`config.mk`:
```
export PLATFORM = sky130hd
export DESIGN_NAME = thermo_cmd_decoder
export DESIGN_NICKNAME = d
export VERILOG_FILES = /design/src/logic/thermo_pkg.sv /design/src/logic/sync2.sv /design/src/logic/thermo_cmd_decoder.sv
export SDC_FILE = /design/constraint.sdc
export NUM_CORES = 1
export LEC_CHECK = 0
export BUFFER_PORTS_ARGS = -buffer_cell sky130_fd_sc_hd__buf_2
export CELL_PAD_IN_SITES_DETAIL_PLACEMENT = 1
export CELL_PAD_IN_SITES_GLOBAL_PLACEMENT = 2
export CORE_MARGIN = 2
export CORE_UTILIZATION = 35
export DETAILED_ROUTE_END_ITERATION = 12
export PLACE_DENSITY_LB_ADDON = 0.2
export RECOVER_POWER = 50
export SYNTH_ARGS = -nofsm -noshare
export SYNTH_HDL_FRONTEND = slang
export SYNTH_SLANG_ARGS = --single-unit
```
`constraint.sdc`:
```
create_clock -name sys_clk -period 2.5 [get_ports sys_clk]
set_input_delay 0.625 -clock sys_clk [delete_from_list [all_inputs] [get_ports sys_clk]]
set_output_delay 0.625 -clock sys_clk [all_outputs]
set_load 0.01 [all_outputs]
```
`src/logic/thermo_pkg.sv`:
```
// Purpose: shared constants and types of the thermometer command decoder
// Assumes: one 20 MHz system clock
// Notes: command codes, config layout, timing
package thermo_pkg;
	localparam int CLK_HZ = 20_000_000;
	localparam int NV_WRITE_MS = 10;
	localparam int NV_WRITE_CYC = NV_WRITE_MS * (CLK_HZ / 1000);
	// device type code value is arbitrary
	localparam logic [3:0] DEV_TYPE_DEFAULT = 4'h5;
	localparam logic [7:0] CMD_ACC_UPPER = 8'hA1;
	localparam logic [7:0] CMD_ACC_LOWER = 8'hA2;
	localparam logic [7:0] CMD_ACC_CFG = 8'hAC;
	localparam logic [7:0] CMD_RD_COUNT = 8'hA8;
	localparam logic [7:0] CMD_RD_SLOPE = 8'hA9;
	localparam logic [7:0] CMD_RD_TEMP = 8'hAA;
	localparam logic [7:0] CMD_CONV_GO = 8'hEE;
	localparam logic [7:0] CMD_CONV_HALT = 8'h22;
	localparam int CFG_DONE = 7;
	localparam int CFG_NV_BUSY = 4;
	localparam int CFG_SINGLE = 0;
	localparam logic [7:0] CFG_WR_MASK = 8'h03;
	localparam logic [7:0] CFG_RESET = 8'h00;
	localparam logic [7:0] IDLE_BYTE = 8'hFF;
	localparam logic [15:0] WORD_RESET = 16'h0000;
	localparam logic [3:0] BITS_PER_BYTE = 4'h8;
	localparam logic [3:0] BIT_ONE = 4'h1;
	localparam logic [3:0] BIT_ZERO = 4'h0;

	typedef struct packed {
		logic scl;
		logic sda;
	} line_t;

	typedef struct packed {
		logic [7:0] hi;
		logic [7:0] lo;
	} temp_word_t;

	typedef enum logic [3:0] {
		ST_IDLE,
		ST_ADDR,
		ST_ADDR_ACK,
		ST_CMD,
		ST_CMD_ACK,
		ST_WDATA,
		ST_WDATA_ACK,
		ST_RDATA,
		ST_RACK
	} bus_state_t;
endpackage
```
`src/logic/sync2.sv`:
```
// Purpose: two flip-flop synchroniser for pin inputs
// Assumes: inputs asynchronous to sys_clk
// Notes: first stage feeds only the second
`timescale 1ns/100ps
module sync2 #(
	parameter int W = 1
) (
	input wire logic sys_clk,
	input wire logic nrst,
	input wire logic [W-1:0] d,
	output logic [W-1:0] q
);
	logic [W-1:0] meta_q;

	always_ff @(posedge sys_clk)
	begin
		if (!nrst)
		begin
			meta_q <= '0;
			q <= '0;
		end
		else
		begin
			meta_q <= d;
			q <= meta_q;
		end
	end
endmodule // sync2

```
`src/logic/thermo_cmd_decoder.sv`:
```
// Purpose: two-wire slave command decoder of a thermometer and thermostat
// Assumes: scl, sda, select pins asynchronous; conversion side on sys_clk
// Notes: sda is open drain, sda_oe high pulls the line low
`timescale 1ns/100ps
module thermo_cmd_decoder import thermo_pkg::*; #(
	parameter int NV_CYCLES = NV_WRITE_CYC,
	parameter logic [3:0] DEV_TYPE = DEV_TYPE_DEFAULT
) (
	input wire logic sys_clk,
	input wire logic nrst,
	input wire logic scl_in,
	input wire logic sda_in,
	output logic sda_out,
	output logic sda_oe,
	input wire logic [2:0] select_pins,
	input wire logic conv_done,
	input wire logic [15:0] temp_in,
	input wire logic [7:0] count_remain_in,
	input wire logic [7:0] count_per_c_in,
	output logic conv_start,
	output logic converting,
	output logic [15:0] upper_trip_level,
	output logic [15:0] lower_trip_level,
	output logic [7:0] config_byte,
	output logic nonvolatile_busy_bit
);
	localparam int NVW = $clog2(NV_CYCLES + 1);
	localparam logic [NVW-1:0] NV_LOAD = NVW'(NV_CYCLES);
	localparam logic [NVW-1:0] NV_ZERO = '0;

	// busy must outlast the eight-cycle window its check relies on
	if (NV_CYCLES < 8)
	begin : g_chk
		$error("NV_CYCLES must be at least eight");
	end

	line_t ln;
	line_t ln_q;
	logic [2:0] sel;
	logic scl_rise, scl_fall, start_c, stop_c;

	sync2 #(.W(5)) u_sync (
		.sys_clk(sys_clk),
		.nrst(nrst),
		.d({scl_in, sda_in, select_pins}),
		.q({ln, sel})
	);

	assign scl_rise = ln.scl & ~ln_q.scl;
	assign scl_fall = ~ln.scl & ln_q.scl;
	assign start_c = ln.scl & ln_q.scl & ln_q.sda & ~ln.sda;
	assign stop_c = ln.scl & ln_q.scl & ~ln_q.sda & ln.sda;

	bus_state_t st_q, st_d;
	logic [3:0] bcnt_q, bcnt_d;
	logic [7:0] sh_q, sh_d, cmd_q, cmd_d, cfg_q, cfg_d, rd_byte, cfg_rd;
	logic rw_q, rw_d, idx_q, idx_d, oe_q, oe_d;
	temp_word_t up_q, up_d, lo_q, lo_d, temp_q, temp_d;
	logic byte_done, go_start, go_stop, nv_kick;
	logic conv_q, conv_d, cont_q, cont_d, start_q, start_d;
	logic [NVW-1:0] nv_q, nv_d;

	assign nonvolatile_busy_bit = (nv_q != NV_ZERO);
	assign byte_done = scl_fall && (bcnt_q == BITS_PER_BYTE);

	always_comb
	begin
		cfg_rd = cfg_q;
		cfg_rd[CFG_DONE] = ~conv_q;
		cfg_rd[CFG_NV_BUSY] = nonvolatile_busy_bit;
		case (cmd_q)
			CMD_RD_TEMP: rd_byte = idx_q ? temp_q.lo : temp_q.hi;
			CMD_ACC_UPPER: rd_byte = idx_q ? up_q.lo : up_q.hi;
			CMD_ACC_LOWER: rd_byte = idx_q ? lo_q.lo : lo_q.hi;
			CMD_ACC_CFG: rd_byte = cfg_rd;
			CMD_RD_COUNT: rd_byte = count_remain_in;
			CMD_RD_SLOPE: rd_byte = count_per_c_in;
			default: rd_byte = IDLE_BYTE;
		endcase
	end

	// bus byte engine
	always_comb
	begin
		st_d = st_q;
		bcnt_d = bcnt_q;
		sh_d = sh_q;
		cmd_d = cmd_q;
		rw_d = rw_q;
		idx_d = idx_q;
		oe_d = oe_q;
		up_d = up_q;
		lo_d = lo_q;
		cfg_d = cfg_q;
		go_start = 1'b0;
		go_stop = 1'b0;
		nv_kick = 1'b0;
		if (start_c)
		begin
			st_d = ST_ADDR;
			bcnt_d = BIT_ZERO;
			oe_d = 1'b0;
		end
		else if (stop_c)
		begin
			st_d = ST_IDLE;
			oe_d = 1'b0;
		end
		else
		begin
			case (st_q)
				ST_ADDR, ST_CMD, ST_WDATA:
				begin
					if (scl_rise && bcnt_q != BITS_PER_BYTE)
					begin
						sh_d = {sh_q[6:0], ln.sda};
						bcnt_d = bcnt_q + BIT_ONE;
					end
					else if (byte_done)
					begin
						oe_d = 1'b1;
						bcnt_d = BIT_ZERO;
						if (st_q == ST_ADDR)
						begin
							if (sh_q[7:4] == DEV_TYPE && sh_q[3:1] == sel)
							begin
								st_d = ST_ADDR_ACK;
								rw_d = sh_q[0];
								idx_d = 1'b0;
							end
							else
							begin
								st_d = ST_IDLE;
								oe_d = 1'b0;
							end
						end
						else if (st_q == ST_CMD)
						begin
							st_d = ST_CMD_ACK;
							cmd_d = sh_q;
							idx_d = 1'b0;
							go_start = (sh_q == CMD_CONV_GO);
							go_stop = (sh_q == CMD_CONV_HALT);
						end
						else
						begin
							st_d = ST_WDATA_ACK;
							idx_d = 1'b1;
							case (cmd_q)
								CMD_ACC_UPPER:
								begin
									nv_kick = 1'b1;
									if (idx_q)
										up_d.lo = sh_q;
									else
										up_d.hi = sh_q;
								end
								CMD_ACC_LOWER:
								begin
									nv_kick = 1'b1;
									if (idx_q)
										lo_d.lo = sh_q;
									else
										lo_d.hi = sh_q;
								end
								CMD_ACC_CFG:
								begin
									if (!idx_q)
									begin
										nv_kick = 1'b1;
										cfg_d = sh_q & CFG_WR_MASK;
									end
								end
								default: nv_kick = 1'b0;
							endcase
						end
					end
				end
				ST_ADDR_ACK, ST_CMD_ACK, ST_WDATA_ACK, ST_RACK:
				begin
					if (st_q == ST_RACK && scl_rise && ln.sda)
						st_d = ST_IDLE;
					else if (scl_fall)
					begin
						if ((st_q == ST_ADDR_ACK && rw_q) || st_q == ST_RACK)
						begin
							st_d = ST_RDATA;
							oe_d = ~rd_byte[7];
							sh_d = {rd_byte[6:0], 1'b0};
							bcnt_d = BIT_ONE;
						end
						else
						begin
							oe_d = 1'b0;
							st_d = (st_q == ST_ADDR_ACK) ? ST_CMD : ST_WDATA;
						end
					end
				end
				ST_RDATA:
				begin
					if (scl_fall)
					begin
						if (bcnt_q == BITS_PER_BYTE)
						begin
							oe_d = 1'b0;
							st_d = ST_RACK;
							idx_d = ~idx_q;
						end
						else
						begin
							oe_d = ~sh_q[7];
							sh_d = {sh_q[6:0], 1'b0};
							bcnt_d = bcnt_q + BIT_ONE;
						end
					end
				end
				default: st_d = ST_IDLE;
			endcase
		end
	end

	always_ff @(posedge sys_clk)
	begin
		if (!nrst)
		begin
			ln_q <= '1;
			st_q <= ST_IDLE;
			bcnt_q <= BIT_ZERO;
			sh_q <= '0;
			cmd_q <= '0;
			rw_q <= 1'b0;
			idx_q <= 1'b0;
			oe_q <= 1'b0;
			up_q <= WORD_RESET;
			lo_q <= WORD_RESET;
			cfg_q <= CFG_RESET;
		end
		else
		begin
			ln_q <= ln;
			st_q <= st_d;
			bcnt_q <= bcnt_d;
			sh_q <= sh_d;
			cmd_q <= cmd_d;
			rw_q <= rw_d;
			idx_q <= idx_d;
			oe_q <= oe_d;
			up_q <= up_d;
			lo_q <= lo_d;
			cfg_q <= cfg_d;
		end
	end

	// conversion control and nonvolatile timer
	always_comb
	begin
		conv_d = conv_q;
		cont_d = cont_q;
		start_d = 1'b0;
		temp_d = temp_q;
		if (go_stop)
			cont_d = 1'b0;
		if (go_start)
			cont_d = ~cfg_q[CFG_SINGLE];
		if (conv_done && conv_q)
		begin
			temp_d = temp_in;
			if (cont_d)
				start_d = 1'b1;
			else
				conv_d = 1'b0;
		end
		if (go_start && !conv_d)
		begin
			conv_d = 1'b1;
			start_d = 1'b1;
		end
		if (nv_kick)
			nv_d = NV_LOAD;
		else if (nv_q != NV_ZERO)
			nv_d = nv_q - NVW'(1);
		else
			nv_d = nv_q;
	end

	always_ff @(posedge sys_clk)
	begin
		if (!nrst)
		begin
			conv_q <= 1'b0;
			cont_q <= 1'b0;
			start_q <= 1'b0;
			temp_q <= WORD_RESET;
			nv_q <= NV_ZERO;
		end
		else
		begin
			conv_q <= conv_d;
			cont_q <= cont_d;
			start_q <= start_d;
			temp_q <= temp_d;
			nv_q <= nv_d;
		end
	end

	assign sda_out = 1'b0;
	assign sda_oe = oe_q;
	assign conv_start = start_q;
	assign converting = conv_q;
	assign upper_trip_level = up_q;
	assign lower_trip_level = lo_q;
	assign config_byte = cfg_rd;
endmodule // thermo_cmd_decoder

```
# Word-level counts from Yosys, hierarchy flattened
# Cells that the tools add are included.
[word_totals]
output_inout_bits = 45
regBits = 110
[classes]
mux = 84
eq_ne = 37
reduce_logical = 33
addsub = 2
bitwise = 22
[op_table]
columns = ["op", "n"]
rows = [
  ["8-bit two-way mux", 9],
  ["8-bit == test, second input constant", 7],
  ["4-bit two-way mux", 14],
  ["9-bit AND reduction", 6],
  ["1-bit two-way mux", 48],
  ["8-bit case mux with 6 select lines", 1],
  ["18-bit two-way mux", 2],
  ["4-bit case mux with 3 select lines", 2],
  ["8-bit case mux with 3 select lines", 1],
  ["4-bit by 3-bit == test with 1-bit output, second input constant", 5],
  ["4-bit != test, second input constant", 5],
  ["2-bit != test, second input constant", 9],
  ["18-bit nonzero test", 1],
  ["18-bit by 1-bit subtractor with 18-bit output, second input constant", 1],
  ["8-bit AND reduction", 2],
  ["1-bit inverter", 15],
  ["7-bit AND reduction", 2],
  ["5-bit AND reduction", 2],
  ["3-bit != test, second input constant", 3],
  ["4-bit by 2-bit == test with 1-bit output, second input constant", 2],
  ["4-bit == test, second input constant", 2],
  ["8-bit by 6-bit == test with 1-bit output, second input constant", 1],
  ["1-bit logical AND", 8],
  ["1-bit bitwise AND", 7],
  ["other kinds (16)", 23],
]

# Depth between registers and ports, before layout
# Gate-level depths: netlist (run 1).
[logic_depth]
ltp_word = 15
mapped_depth = 8

# By module
# Synthesis (run 1) repeated with hierarchy kept, for this count alone.
[hier_totals]
hier_cells = 681
area_unflattened_um2 = 5466.5
[by_module_without_submodules]
columns = ["module", "instances", "cells_each", "area_each_um2"]
rows = [
  ["thermo_cmd_decoder", 1, 661, 5203.7],
  ["sync2", 1, 20, 262.8],
]

# Worst setup path after synthesis (run 1)
# OpenSTA, ideal clock, no wires.
[synth_path]
path_kind = "reg-to-output"
start = "register nv_q[8]"
end = "output config_byte[4]"
setup_slack_ns = 0.379
t_arrival_ns = 1.496
t_required_ns = 1.875
path_stages_with_launch = 5
cell_sequence = "dfxtp_1 > or4_4 > nor2_2 > nand3_1 > buf_4"
[synth_via]
elab_chain_len = 1
[synth_lines]
columns = ["element", "line", "text"]
rows = [
  ["from (decl)", "thermo_cmd_decoder.sv:61", "logic [NVW-1:0] nv_q, nv_d;"],
  ["from (signal assigned)", "thermo_cmd_decoder.sv:302", "nv_q <= nv_d;"],
  ["18-bit nonzero test", "thermo_cmd_decoder.sv:63", "assign nonvolatile_busy_bit = (nv_q != NV_ZERO);"],
  ["to (decl)", "thermo_cmd_decoder.sv:24", "output logic [7:0] config_byte,"],
]
# No other way between the ends.

# Worst setup path in the final report (run 1)
[layout_path]
start = "register nv_q[6]"
end = "output config_byte[4]"
# Same word-level chain as after synthesis.

==> results.toml, run 1 <==
[run_status]
status = "completed"

[routing]
dr.first_iter.drc_count = 200
drt_wl_total_mm = 17.28
via_per_inst = 5.381
antenna_left = 0
drtPass1Iterations = 4
drcViolationCount = 0
routedWlPerCell_um = 18.44
vias = 5042

[place]
port_buffers = 79
place_congestion = 0.8242
hpwl_mm = 13.22
dp_cells = 920

[global_routing]
grt.busiest_layer = "met2"
grt_pass1_vias = 5168
grt_pass1_wl_mm = 27.76
use_met1_pct = 28.53
antenna_found_initial = 0
use_met3_pct = 2.800
grt_use_total_pct = 21.02
grtUsageMet2_pct = 34.68
grt_overflow_total = 0
grt_max_degree = 45

[power_and_ir_drop]
ir_drop_uv = 438.4
power_mw = 4.816
p_per_area_nw_per_um2 = 734.8
sequentialPowerShare_pct = 43.3
internal-power_mw = 3.249
clock_power_share_pct = 28.1
swShare_pct = 32.54
leakage_nw = 2.403
p_sw_mw = 1.567
power_frac_comb_pct = 28.6

[cts]
clk_latency_ns = 0.35
cts_buffers = 9
root_buffer = "clkbuf_16"
htreeDepth = 3
clk_pin_slew_ns = 0.07
cts.path.max_buffers = 2
cts_tree = "done"
cts.sinks = 110

[die]
die_h_um = 131.1
die_x_um = 131.1
core_sq_um = 15830
row_count = 46
die-area_sq_um = 17180
initial_core_util_pct = 35.71
ioPinCount = 85

[layout]
finish.utilization_pct = 41.42
syn_to_final_growth_pct = 15.98
nets = 760
n_antenna_cell = 0
final_cells = 937
drive_gt1_share_pct = 15.40

[hold_path]
worstHoldPathType = "reg2reg"
holdPathStages = 1

[sta]
finalCriticalPeriod_ns = 2.382
fmax_mhz = 419.8
tightestPinTransition_ns = 0.8993
slew_viol_final = 0
maxSlewHeadroom_pct = 40.05
fin_crit_sh_pct = 95.29
skew_ns = 0.005359
setup_viol = 0
hold_viol = 0
fin_hold_ws_ns = 0.4329

[critical_path]
critPathArrivalTime_ns = 1.76
cp-end-kind = "output port"
crit_fanout = 5
rr_worst_depth = 5
path_class = "reg2out"
required_ns = 1.88
cp-start-kind = "register"

[synthesis]
ys_seq_area_share_pct = 38.96
synth_edf_count = 0
synth.top_cell.area_share_pct = 38.96
syn_inst = 643
netlist-cell-type-count = 80
netlist_area_sq_um = 5652
ys_ff_latch = 110
synth_area_leaders = "dfxtp_1 39%, mux2i_1 11%, nor2_1 4.8%"
async_flop_share_pct = 0
synth_top_family_by_area = "simple AND/OR/NAND/NOR gates"
synth_xor_area_share_pct = 2.634
yosysWarnings = 0
muxShareOfSynthArea_pct = 12.93
yosys.area_share.adder_pct = 0.8855
synth-compound-area-share_pct = 14.26
ys.flop_type = "dfxtp_1"
syn_avg_cell_area_sq_um = 8.790
synth-simple-area-share_pct = 25.37
synth_top_area_cell = "dfxtp_1"

[run]
drv_cap = 0
-- final timing paths --
path / from / to / slack [ns]
setup / recovery: nv_q[6] / config_byte[4] / 0.12
hold / removal: u_sync.meta_q[4] / u_sync.q[4] / 0.43
setup reg to reg: st_q[0] / converting / 0.22
hold reg to reg: u_sync.meta_q[4] / u_sync.q[4] / 0.43
-- cell type report --
cell class,instances,area [sq um]
fillers,1873,9273
multi-input cells,477,3206
flip-flops and latches,110,2202
repair buffers,108,570.5
well taps,216,270.3
clock buffers,12,246.5
inverters,10,37.54
clock inverters,4,22.52
-- repair_timing --
item	CTS	global route
endpoints found under the hold margin	0	0
pin swaps	0	1
setup endpoints to repair	2	2
setup buffers	0	1
gates resized for setup	1	3
hold buffers	0	0
-- state kept, by name, summed over array words and instances (netlist names) --
| name | count |
|---|---|
| nv_q | 18 |
| cmd_q | 8 |
| u_sync.q | 5 |
| rw_q | 1 |
| converting | 1 |
| ln_q | 2 |
| lower_trip_level | 16 |
| upper_trip_level | 16 |
| cont_q | 1 |
| bcnt_q | 4 |
| temp_q | 16 |
| sh_q | 8 |
| u_sync.meta_q | 5 |
| st_q | 4 |
| cfg_q | 2 |
| conv_start | 1 |
| idx_q | 1 |
| sda_oe | 1 |
-- cell usage in the layout, fill, tap and decap left out, drive strengths merged, types with 4 or more instances in the layout --
| cell type | Yosys | layout |
|---|---|---|
| a211oi | 9 | 9 |
| a21oi | 47 | 47 |
| a31oi | 4 | 4 |
| a32o | 7 | 7 |
| and2 | 12 | 12 |
| and3 | 6 | 6 |
| buf | 23 | 67 |
| clkbuf | 27 | 53 |
| conb | 1 | 5 |
| dfxtp | 110 | 110 |
| ha | 4 | 4 |
| inv | 10 | 10 |
| mux2 | 6 | 6 |
| mux2i | 64 | 64 |
| nand2 | 57 | 57 |
| nand2b | 16 | 16 |
| nand3 | 22 | 22 |
| nand3b | 5 | 5 |
| nand4 | 6 | 6 |
| nand4b | 5 | 5 |
| nor2 | 75 | 75 |
| nor2b | 10 | 10 |
| nor3 | 11 | 11 |
| nor3b | 5 | 5 |
| nor4 | 7 | 7 |
| o2111ai | 6 | 6 |
| o211ai | 5 | 5 |
| o21ai | 12 | 12 |
| o22ai | 7 | 7 |
| or4 | 4 | 4 |
| xnor2 | 5 | 5 |
| xor2 | 12 | 12 |
-- cell families (layout without fill, tap and decap cells) --
group,count (synthesis),after routing
mux,71,71
compound gates,121,121
xor+xnor,17,17
flops,110,110
simple gates,259,259
buf+inv,60,134
other cells,1,5
fa+ha+maj,4,4
-- metal layers --
metal,wire length (um),up-vias
li1,-,2430
met1,8131,2497
met2,8338,90
met3,467,25
met4,344,0
met5,0,-
-- worst max-delay path, cell delays in order, from the launching register on --
cell,delay (ns)
dfxtp_1,0.34
or4_4,0.58
nor2_4,0.16
nand3_2,0.14
buf_2,0.19
-- power groups by stage --
stage | Combinational (mW) | Sequential [mW] | Clock [mW]
after global placement | 1.27 | 2.11 | 0
after floorplan | 1.04 | 2.05 | 0
final | 1.38 | 2.09 | 1.35
after CTS | 1.32 | 2.08 | 1.39
after detailed placement | 1.29 | 2.11 | 0
after global routing | 1.57 | 2.11 | 1.47
-- cells in the mapped netlist (5+ instances only) --
cell / instances
a211oi_1: 9
o2111ai_1: 5
a21oi_1: 46
buf_4: 7
nor3_1: 9
nand4b_1: 5
nor2b_1: 10
xor2_1: 12
nor4_1: 6
nand2_1: 57
mux2_2: 5
o211ai_1: 5
xnor2_1: 5
o21ai_0: 10
and3_1: 6
nand4_1: 5
a32o_1: 7
nand2b_1: 16
inv_1: 8
clkbuf_1: 27
and2_1: 12
mux2i_1: 64
nand3_1: 21
o22ai_1: 7
buf_2: 14
nor2_1: 73
nand3b_1: 5
dfxtp_1: 110
-- metrics by stage --
| step | TNS (ns) | setup slack, ns | area, sq um |
|---|---|---|---|
| 3_3_place_gp | 0 | 0.3190 | 6316 |
| 3_5_place_dp | 0 | 0.2738 | 6316 |
| 2_1_floorplan | 0 | 0.3789 | 5667 |
| 6_report | 0 | 0.1178 | 6555 |
| 4_1_cts | 0 | 0.01301 | 6590 |
| 5_1_grt | -0.04422 | -0.02287 | 6555 |
Power figures use the tool's default switching activity.
==> run 2: changes to the inputs <==
CTS_CLUSTER_SIZE = 25   (was not set)
REMOVE_ABC_BUFFERS = 1   (was not set)
==> results.toml, run 2 (synthesis results as in run 1) <==
[run_status]
status = "completed"

[sta]
maxSlewHeadroom_pct = 35.67
finalCriticalPeriod_ns = 2.387
setup_viol = 0
hold_viol = 0
fin_hold_ws_ns = 0.4393
rsz0062_at_grt = "no"
fmax_mhz = 419.0
slew_viol_final = 0
setup_tns_ns = 0
skew_ns = 0.005980
tightestPinTransition_ns = 0.9650
setup_ws_ns = 0.1132
fin_crit_sh_pct = 95.47

[layout]
final_cells = 934
finish.utilization_pct = 41.73
final_common_cell = "dfxtp_1"
final_cell_mix = "109 x dfxtp_1, 73 x nor2_1, 64 x mux2i_1, 57 x nand2_1, 46 x a21oi_1"
largest_register_ffs = 18
n_antenna_cell = 0
drive_gt1_share_pct = 15.60
nets = 757
design_area_sq_um = 6605
syn_to_final_growth_pct = 16.87
largest_register = "nv_q"

[power_and_ir_drop]
power_mw = 5.114
internal-power_mw = 3.467
p_sw_mw = 1.646
power_frac_comb_pct = 26.9
ir_drop_uv = 426.1
clock_power_share_pct = 32.3
p_per_area_nw_per_um2 = 774.2
swShare_pct = 32.19
leakage_nw = 2.418
sequentialPowerShare_pct = 40.8

[routing]
drt_wl_total_mm = 16.96
routedWlPerCell_um = 18.16
vias = 4895
via_per_inst = 5.241
drcViolationCount = 0
antenna_left = 0
dr.first_iter.drc_count = 277
drtPass1Iterations = 4

[critical_path]
critPathArrivalTime_ns = 1.76
r2r-end = "sh_q[6]"
r2r_start = "st_q[2]"
cp-start-kind = "register"
path_class = "reg2out"
rr_worst_depth = 5
startpoint = "nv_q[6]"
r2r_setup_slack_ns = 0.17
crit_fanout = 5
cp-end-kind = "output port"
required_ns = 1.88

[place]
hpwl_mm = 12.40
dp_cells = 918
pre_cts_ws_ns = 0.2100
place_congestion = 0.8557
dpl-instance-area_sq_um = 6289
port_buffers = 79

[cts]
post-cts-setup-buffer-count = 0
cts_tree = "done"
root_buffer = "clkbuf_16"
hold_buffers = 0
clk_latency_ns = 0.36
htreeDepth = 3
cts.path.max_buffers = 2
cts_buffers = 9
cts.sinks = 110
clk_pin_slew_ns = 0.07

[run]
drv_cap = 0

[global_routing]
grt_pass1_vias = 5058
grt_pass1_wl_mm = 27.32
grt_overflow_total = 0
grt_max_degree = 47
grt_use_total_pct = 20.58
antenna_found_initial = 0

[die]
ioPinCount = 85
row_count = 46
die_h_um = 131.1
die_x_um = 131.1
core_sq_um = 15830
die-area_sq_um = 17180
initial_core_util_pct = 35.71

[hold_path]
holdPathStages = 1
whs_endpoint = "u_sync.q[3]"
worstHoldPathType = "reg2reg"
hp-start = "u_sync.meta_q[3]"
run 2: cell count changes in the layout (fill, tap and decap cells not counted), sizes merged:
| cell | change |
|---|---|
| clkinvlp | -1 |
| buf | -5 |
| bufinv | +2 |
| clkinv | -2 |
| inv | +2 |
| clkbuf | +1 |
run 2: cell type report:
type	count	area, sq um
clock buffers	11	252.7
clock inverters	5	88.84
fillers	1884	9223
inverters	10	37.54
multi-input cells	477	3223
flip-flops and latches	110	2203
well taps	216	270.3
repair buffers	105	529.3
run 2: metal layers:
layer	track usage, %	part of all wire (%)	vias up
li1	-	-	2419
met1	28.88	49	2379
met2	32.83	47	83
met3	3.774	3.2	14
met4	5.069	1.2	0
met5	0	0	-
run 2: power by group through the flow:
stage               clock network [mW]  logic, mW  registers [mW]
floorplan                            0      0.961            2.07
global placement                     0       1.26            2.11
detailed placement                   0       1.29            2.12
CTS                               1.69       1.33            2.08
global route                      1.78       1.54            2.12
finish                            1.65       1.38            2.09
run 2: repair_timing:
item                                    CTS  global route
gates resized for setup                   2             5
gates cloned                              0             0
pin swaps                                 0             1
endpoints found under the setup margin    2             3
run 2: worst max path at each step:
stage / end / cells past startpoint / slack, ns
after floorplan: sh_q[5] / 5 / 0.02
after global placement: sh_q[7] / 5 / 0.32
after detailed placement: sh_q[6] / 5 / 0.21
after CTS: config_byte[4] / 4 / 0.02
after global routing: nonvolatile_busy_bit / 4 / 0.02
final: config_byte[4] / 4 / 0.11
run 2: worst max-delay path, cell delays in order (launching register included):
cell     delay, ns
dfxtp_1       0.34
or4_4         0.58
nor2_4        0.20
nand3_4       0.12
buf_2         0.17
